### src/design/rlc_pkg.sv
// Shared constants, types and latency table functions for the read latency blocks.
package rlc_pkg;

   // Read command families that carry a mode and latency figure.
   typedef enum logic [2:0] {
      RD_NORMAL   = 3'h0,
      RD_FAST     = 3'h1,
      RD_DUAL_OUT = 3'h2,
      RD_QUAD_OUT = 3'h3,
      RD_DUAL_IO  = 3'h4,
      RD_QUAD_IO  = 3'h5
   } rlc_read_type;

   // Frequency bands, in the order the query table lists them.
   typedef enum logic [2:0] {
      BAND_50  = 3'h0,
      BAND_80  = 3'h1,
      BAND_90  = 3'h2,
      BAND_108 = 3'h3,
      BAND_133 = 3'h4
   } rlc_band_type;

   localparam logic [1:0] LAT_CODE_80 = 2'h0;
   localparam logic [1:0] LAT_CODE_90 = 2'h1;
   localparam logic [1:0] LAT_CODE_108 = 2'h2;
   localparam logic [1:0] LAT_CODE_50 = 2'h3;
   localparam logic [1:0] LAT_CODE_RESET = LAT_CODE_80;

   localparam logic [7:0] MHZ_50 = 8'h32;
   localparam logic [7:0] MHZ_80 = 8'h50;
   localparam logic [7:0] MHZ_90 = 8'h5A;
   localparam logic [7:0] MHZ_108 = 8'h68;
   localparam logic [7:0] MHZ_133 = 8'h85;

   localparam logic [7:0] CYC_UNSUP = 8'hFF;
   localparam logic [7:0] CYC_NONE = 8'h00;
   localparam logic [7:0] CYC_ONE = 8'h01;
   localparam logic [7:0] CYC_TWO = 8'h02;
   localparam logic [7:0] CYC_FOUR = 8'h04;
   localparam logic [7:0] CYC_FIVE = 8'h05;
   localparam logic [7:0] CYC_EIGHT = 8'h08;

   // Query map layout: latency parameter, then one pad parameter.
   localparam logic [7:0] QRY_LAT_ID = 8'h90;
   localparam logic [7:0] QRY_LAT_END = 8'h58;
   localparam logic [7:0] QRY_LAT_LEN = 8'h56;
   localparam logic [7:0] QRY_ROWS = 8'h06;
   localparam logic [7:0] QRY_ROW_LEN = 8'h0E;
   localparam logic [7:0] QRY_HDR_F = 8'h46;
   localparam logic [7:0] QRY_HDR_C = 8'h43;
   localparam logic [7:0] QRY_ROW2 = 8'h12;
   localparam logic [7:0] QRY_PAD_ID = 8'hF0;
   localparam logic [7:0] QRY_PAD_LEN = 8'h0E;
   localparam logic [7:0] QRY_FILL = 8'hFF;

   // Band that a latency code selects; the fast flag picks the top band of code 10.
   function automatic rlc_band_type bandOf(input logic [1:0] code, input logic fastBand);
      unique case (code)
         LAT_CODE_50: bandOf = BAND_50;
         LAT_CODE_80: bandOf = BAND_80;
         LAT_CODE_90: bandOf = BAND_90;
         default: bandOf = fastBand ? BAND_133 : BAND_108;
      endcase
   endfunction : bandOf

   // Mode cycles of a read type in a band; all-ones means not supported.
   function automatic logic [7:0] modeCycles(input rlc_read_type rt, input rlc_band_type b);
      modeCycles = CYC_NONE;
      if (b == BAND_133 && rt != RD_FAST) begin
         modeCycles = CYC_UNSUP;
      end else if (rt == RD_NORMAL && b != BAND_50) begin
         modeCycles = CYC_UNSUP;
      end else if (rt == RD_DUAL_IO) begin
         modeCycles = CYC_FOUR;
      end else if (rt == RD_QUAD_IO) begin
         modeCycles = CYC_TWO;
      end
   endfunction : modeCycles

   // Dummy cycles of a read type in a band; all-ones means not supported.
   function automatic logic [7:0] dummyCycles(input rlc_read_type rt, input rlc_band_type b);
      dummyCycles = CYC_NONE;
      if (modeCycles(rt, b) == CYC_UNSUP) begin
         dummyCycles = CYC_UNSUP;
      end else if (rt == RD_DUAL_IO) begin
         dummyCycles = (b == BAND_90) ? CYC_ONE : (b == BAND_108) ? CYC_TWO : CYC_NONE;
      end else if (rt == RD_QUAD_IO) begin
         dummyCycles = (b == BAND_50) ? CYC_ONE : (b == BAND_108) ? CYC_FIVE : CYC_FOUR;
      end else if (b != BAND_50) begin
         dummyCycles = CYC_EIGHT;
      end
   endfunction : dummyCycles

endpackage : rlc_pkg

### src/design/rlc_link_if.sv
// Link between the host controller end and the flash latency end.
`timescale 1ns/1ps
interface rlc_link_if (
   input wire logic clk,
   input wire logic rstn
);
   import rlc_pkg::*;

   logic reqValid;
   logic reqQuery;
   rlc_read_type reqType;
   logic [7:0] reqAddr;
   logic gapPulse;
   logic ackValid;
   logic ackUnsup;
   logic [7:0] ackMode;
   logic [7:0] ackDummy;
   logic [7:0] ackData;
   logic dataGo;

   modport host (
      input clk, rstn, ackValid, ackUnsup, ackMode, ackDummy, ackData, dataGo,
      output reqValid, reqQuery, reqType, reqAddr, gapPulse
   );

   modport dev (
      input clk, rstn, reqValid, reqQuery, reqType, reqAddr, gapPulse,
      output ackValid, ackUnsup, ackMode, ackDummy, ackData, dataGo
   );
endinterface : rlc_link_if

### src/design/rlc_flash_end.sv
// Flash side read latency selection: answers read and query requests, counts gap cycles.
`timescale 1ns/1ps
// What this block does
// - Code 01 selects the 90 MHz band.
// - Code 10 selects the 108 MHz band, or the 133 MHz band when fastBand is set.
// - 133 MHz band: only fast read, eight dummies.
// - FFh marks a read as unsupported.
// - Fast read: no mode, eight dummy cycles above 50 MHz.
// - Dual/quad out: no mode, eight dummies at 80 to 108 MHz.
// - 133 MHz band refuses dual and quad reads.
// - Dual I/O: four mode, dummies 0/1/2.
// - Quad I/O: two mode, dummies 4/4/5.
// - Pad parameter: F0h, length, FFh filler.
// - Code 00 is the 80 MHz reset default.
// - Code 11 is 50 MHz, simple reads need nothing.
module rlc_flash_end (
   rlc_link_if.dev link,
   input wire logic [1:0] latCode,
   input wire logic fastBand,
   output logic [1:0] activeCode,
   output logic busy
);
   import rlc_pkg::*;

   typedef enum logic [1:0] {
      DS_IDLE = 2'b01,
      DS_GAP  = 2'b10
   } rlc_dstate_type;

   rlc_dstate_type state_r, state_nxt;
   logic [7:0] gapCnt_r, gapCnt_nxt;
   logic [1:0] code_r, code_nxt;
   logic fast_r, fast_nxt;
   logic ackValid_r, ackValid_nxt;
   logic ackUnsup_r, ackUnsup_nxt;
   logic [7:0] ackMode_r, ackMode_nxt;
   logic [7:0] ackDummy_r, ackDummy_nxt;
   logic [7:0] ackData_r, ackData_nxt;
   logic dataGo_r, dataGo_nxt;
   rlc_band_type band;
   logic [7:0] selMode;
   logic [7:0] selDummy;

   ////////////////////////////////////////////////////////////////////////////
   // Query byte at an address of the map starting with the latency parameter.
   function automatic logic [7:0] queryByte(input logic [7:0] addr);
      logic [7:0] rel;
      logic [2:0] row;
      logic [3:0] col;
      rlc_read_type rt;
      rlc_band_type b;
      rel = 8'h00;
      row = 3'h0;
      col = 4'h0;
      rt = RD_NORMAL;
      b = BAND_50;
      queryByte = QRY_FILL;
      if (addr < QRY_ROW2) begin
         unique case (addr)
            8'h00: queryByte = QRY_LAT_ID;
            8'h01: queryByte = QRY_LAT_LEN;
            8'h02: queryByte = QRY_ROWS;
            8'h03: queryByte = QRY_ROW_LEN;
            8'h04: queryByte = QRY_HDR_F;
            8'h05: queryByte = QRY_HDR_C;
            8'h06: queryByte = 8'h03;
            8'h07: queryByte = 8'h13;
            8'h08: queryByte = 8'h0B;
            8'h09: queryByte = 8'h0C;
            8'h0A: queryByte = 8'h3B;
            8'h0B: queryByte = 8'h3C;
            8'h0C: queryByte = 8'h6B;
            8'h0D: queryByte = 8'h6C;
            8'h0E: queryByte = 8'hBB;
            8'h0F: queryByte = 8'hBC;
            8'h10: queryByte = 8'hEB;
            default: queryByte = 8'hEC;
         endcase
      end else if (addr < QRY_LAT_END) begin
         rel = 8'(addr - QRY_ROW2);
         row = 3'(rel / QRY_ROW_LEN);
         col = 4'(rel % QRY_ROW_LEN);
         b = rlc_band_type'(row);
         rt = rlc_read_type'(3'((col - 4'h2) >> 1));
         if (col == 4'h0) begin
            queryByte = (b == BAND_50) ? MHZ_50 : (b == BAND_80) ? MHZ_80 :
                        (b == BAND_90) ? MHZ_90 : (b == BAND_108) ? MHZ_108 : MHZ_133;
         end else if (col == 4'h1) begin
            queryByte = (b == BAND_50) ? 8'(LAT_CODE_50) : (b == BAND_80) ? 8'(LAT_CODE_80) :
                        (b == BAND_90) ? 8'(LAT_CODE_90) : 8'(LAT_CODE_108);
         end else if (col[0] == 1'b0) begin
            queryByte = modeCycles(rt, b);
         end else begin
            queryByte = dummyCycles(rt, b);
         end
      end else if (addr == QRY_LAT_END) begin
         queryByte = QRY_PAD_ID;
      end else if (addr == 8'(QRY_LAT_END + 8'h01)) begin
         queryByte = QRY_PAD_LEN;
      end
   endfunction : queryByte

   ////////////////////////////////////////////////////////////////////////////
   // Band lookup from the code held at the time of the request.
   // code to band
   assign band = bandOf(code_r, fast_r);
   assign selMode = modeCycles(link.reqType, band);
   assign selDummy = dummyCycles(link.reqType, band);

   ////////////////////////////////////////////////////////////////////////////
   // Next state. The code is only taken while idle, so a read in flight keeps its count.
   always_comb begin
      state_nxt = state_r;
      gapCnt_nxt = gapCnt_r;
      code_nxt = code_r;
      fast_nxt = fast_r;
      ackValid_nxt = 1'b0;
      ackUnsup_nxt = ackUnsup_r;
      ackMode_nxt = ackMode_r;
      ackDummy_nxt = ackDummy_r;
      ackData_nxt = ackData_r;
      dataGo_nxt = 1'b0;
      unique case (state_r)
         DS_IDLE: begin
            code_nxt = latCode;
            fast_nxt = fastBand;
            if (link.reqValid && link.reqQuery) begin
               ackValid_nxt = 1'b1;
               ackUnsup_nxt = 1'b0;
               ackData_nxt = queryByte(link.reqAddr);
            end else if (link.reqValid) begin
               ackValid_nxt = 1'b1;
               ackMode_nxt = selMode;
               ackDummy_nxt = selDummy;
               ackUnsup_nxt = (selMode == CYC_UNSUP) || (selDummy == CYC_UNSUP);
               if (!ackUnsup_nxt) begin
                  gapCnt_nxt = 8'(selMode + selDummy);
                  // Even an empty gap waits a cycle, so data never starts together with the answer.
                  state_nxt = DS_GAP;
               end
            end
         end
         DS_GAP: begin
            if (gapCnt_r == CYC_NONE) begin
               dataGo_nxt = 1'b1;
               state_nxt = DS_IDLE;
            end else if (link.gapPulse) begin
               gapCnt_nxt = 8'(gapCnt_r - CYC_ONE);
               if (gapCnt_r == CYC_ONE) begin
                  dataGo_nxt = 1'b1;
                  state_nxt = DS_IDLE;
               end
            end
         end
      endcase
   end

   ////////////////////////////////////////////////////////////////////////////
   // Registers.
   always_ff @(posedge link.clk) begin
      if (!link.rstn) begin
         state_r <= DS_IDLE;
         gapCnt_r <= CYC_NONE;
         code_r <= LAT_CODE_RESET;
         fast_r <= 1'b0;
         ackValid_r <= 1'b0;
         ackUnsup_r <= 1'b0;
         ackMode_r <= CYC_NONE;
         ackDummy_r <= CYC_NONE;
         ackData_r <= CYC_NONE;
         dataGo_r <= 1'b0;
      end else begin
         state_r <= state_nxt;
         gapCnt_r <= gapCnt_nxt;
         code_r <= code_nxt;
         fast_r <= fast_nxt;
         ackValid_r <= ackValid_nxt;
         ackUnsup_r <= ackUnsup_nxt;
         ackMode_r <= ackMode_nxt;
         ackDummy_r <= ackDummy_nxt;
         ackData_r <= ackData_nxt;
         dataGo_r <= dataGo_nxt;
      end
   end

   // Link outputs come straight from the registers above.
   assign link.ackValid = ackValid_r;
   assign link.ackUnsup = ackUnsup_r;
   assign link.ackMode = ackMode_r;
   assign link.ackDummy = ackDummy_r;
   assign link.ackData = ackData_r;
   assign link.dataGo = dataGo_r;
   assign activeCode = code_r;
   assign busy = state_r[1];

endmodule : rlc_flash_end

### src/flat_wrapper.sv
// flat-port wrapper written by rule: the top's interface ports become plain ports
module rlc_flash_end_flat import rlc_pkg::*;
  (latCode, fastBand, activeCode, busy, clk, rstn, link_reqValid, link_reqQuery, link_reqType, link_reqAddr, link_gapPulse, link_ackValid, link_ackUnsup, link_ackMode, link_ackDummy, link_ackData, link_dataGo);
  rlc_link_if link_i (.clk(clk), .rstn(rstn));
  input wire logic [1:0] latCode;
  input wire logic fastBand;
  output logic [1:0] activeCode;
  output logic busy;
  input wire logic clk;
  input wire logic rstn;
  input wire logic [$bits(link_i.reqValid)-1:0] link_reqValid;
  input wire logic [$bits(link_i.reqQuery)-1:0] link_reqQuery;
  input wire logic [$bits(link_i.reqType)-1:0] link_reqType;
  input wire logic [$bits(link_i.reqAddr)-1:0] link_reqAddr;
  input wire logic [$bits(link_i.gapPulse)-1:0] link_gapPulse;
  output wire logic [$bits(link_i.ackValid)-1:0] link_ackValid;
  output wire logic [$bits(link_i.ackUnsup)-1:0] link_ackUnsup;
  output wire logic [$bits(link_i.ackMode)-1:0] link_ackMode;
  output wire logic [$bits(link_i.ackDummy)-1:0] link_ackDummy;
  output wire logic [$bits(link_i.ackData)-1:0] link_ackData;
  output wire logic [$bits(link_i.dataGo)-1:0] link_dataGo;
  assign link_i.reqValid = link_reqValid;
  assign link_i.reqQuery = link_reqQuery;
  assign link_i.reqType = link_reqType;
  assign link_i.reqAddr = link_reqAddr;
  assign link_i.gapPulse = link_gapPulse;
  assign link_ackValid = link_i.ackValid;
  assign link_ackUnsup = link_i.ackUnsup;
  assign link_ackMode = link_i.ackMode;
  assign link_ackDummy = link_i.ackDummy;
  assign link_ackData = link_i.ackData;
  assign link_dataGo = link_i.dataGo;
  rlc_flash_end u_core (.link(link_i), .latCode(latCode), .fastBand(fastBand), .activeCode(activeCode), .busy(busy));
endmodule
### config.mk
export PLATFORM = sky130hd
export DESIGN_NAME = rlc_flash_end_flat
export DESIGN_NICKNAME = d
export VERILOG_FILES = /design/src/design/rlc_pkg.sv /design/src/design/rlc_link_if.sv /design/src/design/rlc_flash_end.sv /design/src/flat_wrapper.sv
export SDC_FILE = /design/constraint.sdc
export NUM_CORES = 1
export LEC_CHECK = 0
export BUFFER_PORTS_ARGS = -buffer_cell sky130_fd_sc_hd__buf_2
export CORE_MARGIN = 4
export CORE_UTILIZATION = 55
export DETAILED_ROUTE_END_ITERATION = 8
export GPL_TIMING_DRIVEN = 0
export PLACE_DENSITY = 0.77
export SLEW_MARGIN = 20
export SYNTH_ARGS = -nofsm -noshare
export SYNTH_HDL_FRONTEND = slang
export SYNTH_SLANG_ARGS = --single-unit
export TNS_END_PERCENT = 50
### constraint.sdc
create_clock -name clk -period 7.7 [get_ports clk]
set_clock_uncertainty 0.2 [all_clocks]
set_input_delay 0.385 -clock clk [delete_from_list [all_inputs] [get_ports clk]]
set_output_delay 0.385 -clock clk [all_outputs]
set_load 0.05 [all_outputs]
======== Word level (Yosys, flattened, before mapping) ========
Memory sizes are Yosys's and may differ from the RTL's.
Cells that the tools add are included.
W data, S select, Z words.
word-level totals
  output and inout port bits .............. 30
  memory bits (read-only) ................. 256
  logic and storage cells ................. 143
  memories ................................ 1
  flip-flop bits (word level) ............. 40
  input port bits ......................... 19
memories
  memory            depth  bits a word  read ports  clocked after memory_dff  write ports  line                 text
  (name not given)  32     8            1           0                         0            rlc_flash_end.sv:59  unique case (addr)
cells by class
  reduce and logical (&&, ||, !) cells .... 24
  $add $sub $neg .......................... 4
  eq/ne operators ......................... 31
  divide/modulo/power cells ............... 2
  bitwise operators ....................... 1
  magnitude comparators ................... 2
  muxes and demuxes ....................... 68
operator list
  operator               number
  $mux W8                42
  $eq A8 B8 Y1 const B   3
  $mux W2                11
  $eq A3 B3 Y1 const B   6
  $eq A8 B7 Y1 const B   2
  $pmux W8 S2            1
  $logic_not A3 Y1       5
  $eq A3 B2 Y1 const B   4
  $ne A2 B2 Y1 const B   5
  $reduce_and A5 Y1      2
  $mux W1                9
  $ne A3 B1 Y1 const B   3
  $pmux W3 S3            1
  $add A8 B8 Y8          1
  $div A8 B4 Y8 const B  1
  $eq A8 B1 Y1 const B   1
  $logic_not A8 Y1       1
  $lt A8 B5 Y1 const B   1
  $lt A8 B7 Y1 const B   1
  $mod A8 B4 Y8 const B  1
  $mux W4                2
  $reduce_and A2 Y1      4
  $sub A8 B1 Y8 const B  1
  $sub A8 B5 Y8 const B  1
  16 further kinds       23

======== Longest topological paths before layout ========
  word-level depth ........................ 22
  gate-level depth with buffers ........... 25
  depth with buffers taken out ............ 23

======== Worst setup path after synthesis ========
Ideal clock, no wire load.
  path kind ............................... input to register
  start point ............................. input port link_reqAddr[2]
  end point ............................... register u_core.ackData_r[3], in the netlist u_core.link.ackData[3]
  arrival ................................. 5.012 ns
  path buffers ............................ 1
  library setup time ...................... 0.080 ns
  slack ................................... 2.408 ns
  data required time ...................... 7.420 ns
  cell stages on the path ................. 21
  cells stage by stage .................... clkbuf_1 > inv_1 > ha_1 > nor2b_1 > o21ai_0 > nand2_1 > inv_1 > ha_1 > nor4_1 > a211oi_2 > a211o_1 > a211oi_4 > or2_2 > o211ai_1 > o21ai_1 > ha_1 > nor4_1 > a211oi_2 > o41ai_4 > a211oi_1 > a211oi_2
between the ends
  word-level cells in the longest chain between the ends .. 22
  elaborated cells on any way between the ends .. 50
  classes of those cells .................. add/sub (2); div (2); order compare (2); eq/ne (10); mux (27); reduce/logical (6); memory (1)
RTL lines
  what                  line                          text
  from (decl)           flat_wrapper.sv:14            input wire logic [$bits(link_i.reqAddr)-1:0] link_reqAddr;
  $sub A8 B5 Y8         rlc_flash_end.sv:80           rel = 8'(addr - QRY_ROW2);
  $mod A8 B4 Y8         rlc_flash_end.sv:82           col = 4'(rel % QRY_ROW_LEN);
  $sub A4 B2 Y4         rlc_flash_end.sv:84           rt = rlc_read_type'(3'((col - 4'h2) >> 1));
  $eq A3 B3 Y1          rlc_pkg.sv:75, rlc_pkg.sv:87
  $mux W2               rlc_pkg.sv:75                 end else if (rt == RD_QUAD_IO) begin
  $mux W8               rlc_pkg.sv:73                 end else if (rt == RD_DUAL_IO) begin
  $mux W8               rlc_pkg.sv:71                 end else if (rt == RD_NORMAL && b != BAND_50) begin
  $mux W8               rlc_pkg.sv:69                 if (b == BAND_133 && rt != RD_FAST) begin
  (+6 left out)         -
  $mux W8               rlc_flash_end.sv:123          unique case (state_r)
  $eq A8 B8 Y1          rlc_pkg.sv:83                 if (modeCycles(rt, b) == CYC_UNSUP) begin
  $mux W8               rlc_pkg.sv:83
  $mux W8               rlc_flash_end.sv:91           end else if (col[0] == 1'b0) begin
  $mux W8               rlc_flash_end.sv:88           end else if (col == 4'h1) begin
  $mux W8               rlc_flash_end.sv:85           if (col == 4'h0) begin
  $mux W8               rlc_flash_end.sv:79           end else if (addr < QRY_LAT_END) begin
  $mux W8 *             rlc_flash_end.sv:58           if (addr < QRY_ROW2) begin
  to (signal assigned)  rlc_flash_end.sv:181          ackData_r <= ackData_nxt;
  to (decl)             rlc_flash_end.sv:38           logic [7:0] ackData_r, ackData_nxt;
Mark *: on every way between the ends. The rest lies on a longest branch, timed or not. The select of a mux whose other input is x is not followed.
A chain may end at the register's enable or synchronous reset.

======== Final worst setup path ========
Same ends and word-level chain as after synthesis.

==> impl_metrics.yaml <==
outcome:
  status: "finished, final reports clean"
synthesis:
  synth_mux_area_share_pct: 2.403
  synth_xor_area_share_pct: 2.009
  syn_inst: 477
  synth_compound_area_share_pct: 36.01
  synth_nets: 512
  syn_area_um2: 3488
  seq_area_frac_synth_pct: 18.36
  synth-simple-area-share_pct: 28.73
  synthTopCellsByArea: "dfxtp_1, nor2_1, ha_1"
  ys_top_cells_by_count: "nor2_1, nand2_1, a21oi_1, dfxtp_1, o21ai_0"
  yosys_most_used_dff: "dfxtp_1"
  synth_top_family_by_area: "compound AO/OA/AOI/OAI gates"
  synthAdderAreaFrac_pct: 5.954
  postSynthAreaPerCell_um2: 7.313
  synth_edf_count: 0
  synthArstFlopShare_pct: 0
  yosysTopAreaCell: "dfxtp_1"
  ys_types: 87
  synth_seq_cells: 32
  yosysTopAreaCellShare_pct: 18.36
  yosysWarningCount: 0
  yosysMostFrequentCell: "nor2_1"
finish:
  drive_gt1_share_pct: 19.02
  antenna_cells: 0
  fin_area_um2: 3939
  nets: 565
  nFillCells: 573
  syn2layout_area_growth_pct: 12.91
detailed_routing:
  wire_per_inst_um: 15.84
  vias: 3836
  drt_iter0_drc: 314
  routed_via_density: 6.330
  routed.top_layer: "met4"
  ant_nets: 0
  firstDrtPassIters: 5
  met1_length_um: 4550
  wl_um: 9602
  wl_met3_um: 671
  routed-wl-met2_um: 4293
  drcViolationCount: 0
cts:
  clkTransAtPathRegs_ps: 70
  cts_hold_buf: 0
  htreeDepth: 2
  cts_sinks: 32
  cts_tree: "done"
  cts_resized: 0
  cts_max_path_buffers: 2
  clk_latency_ps: 290
  cts_inserted_buffers: 5
  postCtsSetupRepairBufs: 0
  cts-root-buf: "clkbuf_8"
timing:
  setup_viol: 0
  min_period_over_period_pct: 79.18
  fmax_mhz: 164.0
  whs_ps: 127.6
  tns_ps: 0
  slew_headroom_pct: 30.78
  worst_slew_pin_slew_ps: 1029
  finalHoldViolCount: 0
  grt_setup_unrepaired: "false"
  slew_violations: 0
  min_period_ps: 6097
placement:
  placed_cell_area_um2: 3812
  hpwl_um: 7502
  portBuffers: 46
  gp_congestion: 0.9823
global_routing:
  grtUsageTotal_pct: 25.08
  grt_pass1_vias: 3376
  grt_pass1_wl_um: 15760
  antenna_found_initial: 0
  grt_max_degree: 13
  overflow: 0
worst_setup_path:
  critical-path-slowest-cell: "nor4_1"
  cp_max_fo: 10
  startpoint: "link_reqAddr[2]"
  path_cells: "buf_2 > clkbuf_1 > inv_1 > ha_1 > nor2b_1 > o21ai_0 > nand2_1 > inv_1 > ha_1 > nor4_1 > a211oi_2 > a211o_1 > a211oi_4 > or2_2 > o211ai_1 > o21ai_1 > ha_1 > nor4_1 > a211oi_2 > o41ai_4 > a211oi_1 > a211oi_2"
  critPathArrivalTime_ps: 6100
  slowest_delay_ps: 570
  cp-start-kind: "input pin"
  required_ps: 7710
  r2r-start: "u_core.activeCode[1]"
  path_class: "in2reg"
  end_kind: "register"
floorplan:
  die_y_um: 87.64
  die_area_um2: 7681
  ios: 49
  initial_core_util_pct: 57.89
  rows: 28
  coreArea_um2: 6026
  die_x_um: 87.64
hold_path:
  hp-class: "in2reg"
  worstHoldStart: "latCode[0]"
pwr:
  p_switching_uw: 341.0
  seqPwrFrac_pct: 25.9
  leakagePower_uw: 0.001609
  vdd_drop_max_mv: 0.1445
  swShare_pct: 43.75
  power.density_nw_per_um2: 197.9
  pwr-share-comb_pct: 51.4
  power_frac_clock_pct: 22.7
  internal_power_uw: 438.4
flow_run:
  timing.max_cap.violations: 0
## logic make-up (layout without fill, tap and decap cells)
group / after synthesis / after routing
buffers and inverters: 48 / 102
XOR/XNOR: 8 / 8
adder cells (fa/ha/maj): 16 / 16
AND/OR/NAND/NOR: 199 / 199
multiplexers: 7 / 7
flip-flops: 32 / 32
AO/OA/AOI/OAI: 167 / 167
## layer usage
layer | track usage [%] | up-vias
li1 | - | 1884
met1 | 36.72 | 1773
met2 | 38.90 | 167
met3 | 4.233 | 12
met4 | 4.603 | 0
met5 | 0 | -
## layout by cell type, fill, tap and decap left out, types with 9 or more instances in the layout
cell	Yosys	layout
nand3_1	10	10
clkbuf_1	18	18
o21ai_0	32	32
nand2_1	50	50
nor2_1	58	58
o211ai_1	9	9
dfxtp_1	32	32
inv_1	14	14
ha_1	15	15
nor3_1	15	15
a21oi_1	35	35
buf_2	2	48
## stage by stage
stage	instances	setup slack (ps)	util, %	power, uW
final	606	1603	65.37	779.5
after floorplan	477	2408	-	514.7
after global routing	606	1085	65.37	829.8
after detailed placement	598	1422	63.27	598.4
after CTS	606	1694	65.37	775.6
after global placement	598	1525	63.27	590.1
## registers in the layout, summed over array words and instances, names as in the netlist, 2 cells and up
register and cells:
u_core.gapCnt_r 8, u_core.activeCode 2, u_core.state_r 2, u_core.link.ackDummy 5, u_core.link.ackMode 3, u_core.link.ackData 8
## worst max-delay path: cells and delay by family
family,cells,cell delay [ps]
adder cells (fa/ha/maj),3,940
AND/OR/NAND/NOR,5,1740
buffers and inverters,4,650
AO/OA/AOI/OAI,10,2360
## cell type report
cell class	instances	area, um^2	share of cell area (%)
clock inverters	1	30.03	0.7624
multi-input cells	397	2620	66.52
repair buffers	46	230.2	5.845
well taps	75	93.84	2.382
flip-flops and latches	32	640.6	16.26
plain buffers	32	167.7	4.257
inverters	16	60.06	1.525
clock buffers	7	96.34	2.446
## path summary, 6_finish.rpt
check                                  to  slack [ps]  cells after the start
hold reg to reg   u_core.link.ackDummy[0]         260                      2
setup / recovery   u_core.link.ackData[3]        1600                     22
hold / removal       u_core.activeCode[0]         130                      3
setup reg to reg       u_core.gapCnt_r[3]        4630                     14
## power groups by stage
stage          logic (uW)  registers, uW  clock network [uW]
2_1_floorplan         278            237                   0
3_3_place_gp          386            204                   0
3_5_place_dp          393            205                   0
4_1_cts               395            201                 179
5_1_grt               438            205                 187
6_report              401            202                 177
(Power assumes the default switching activity.)
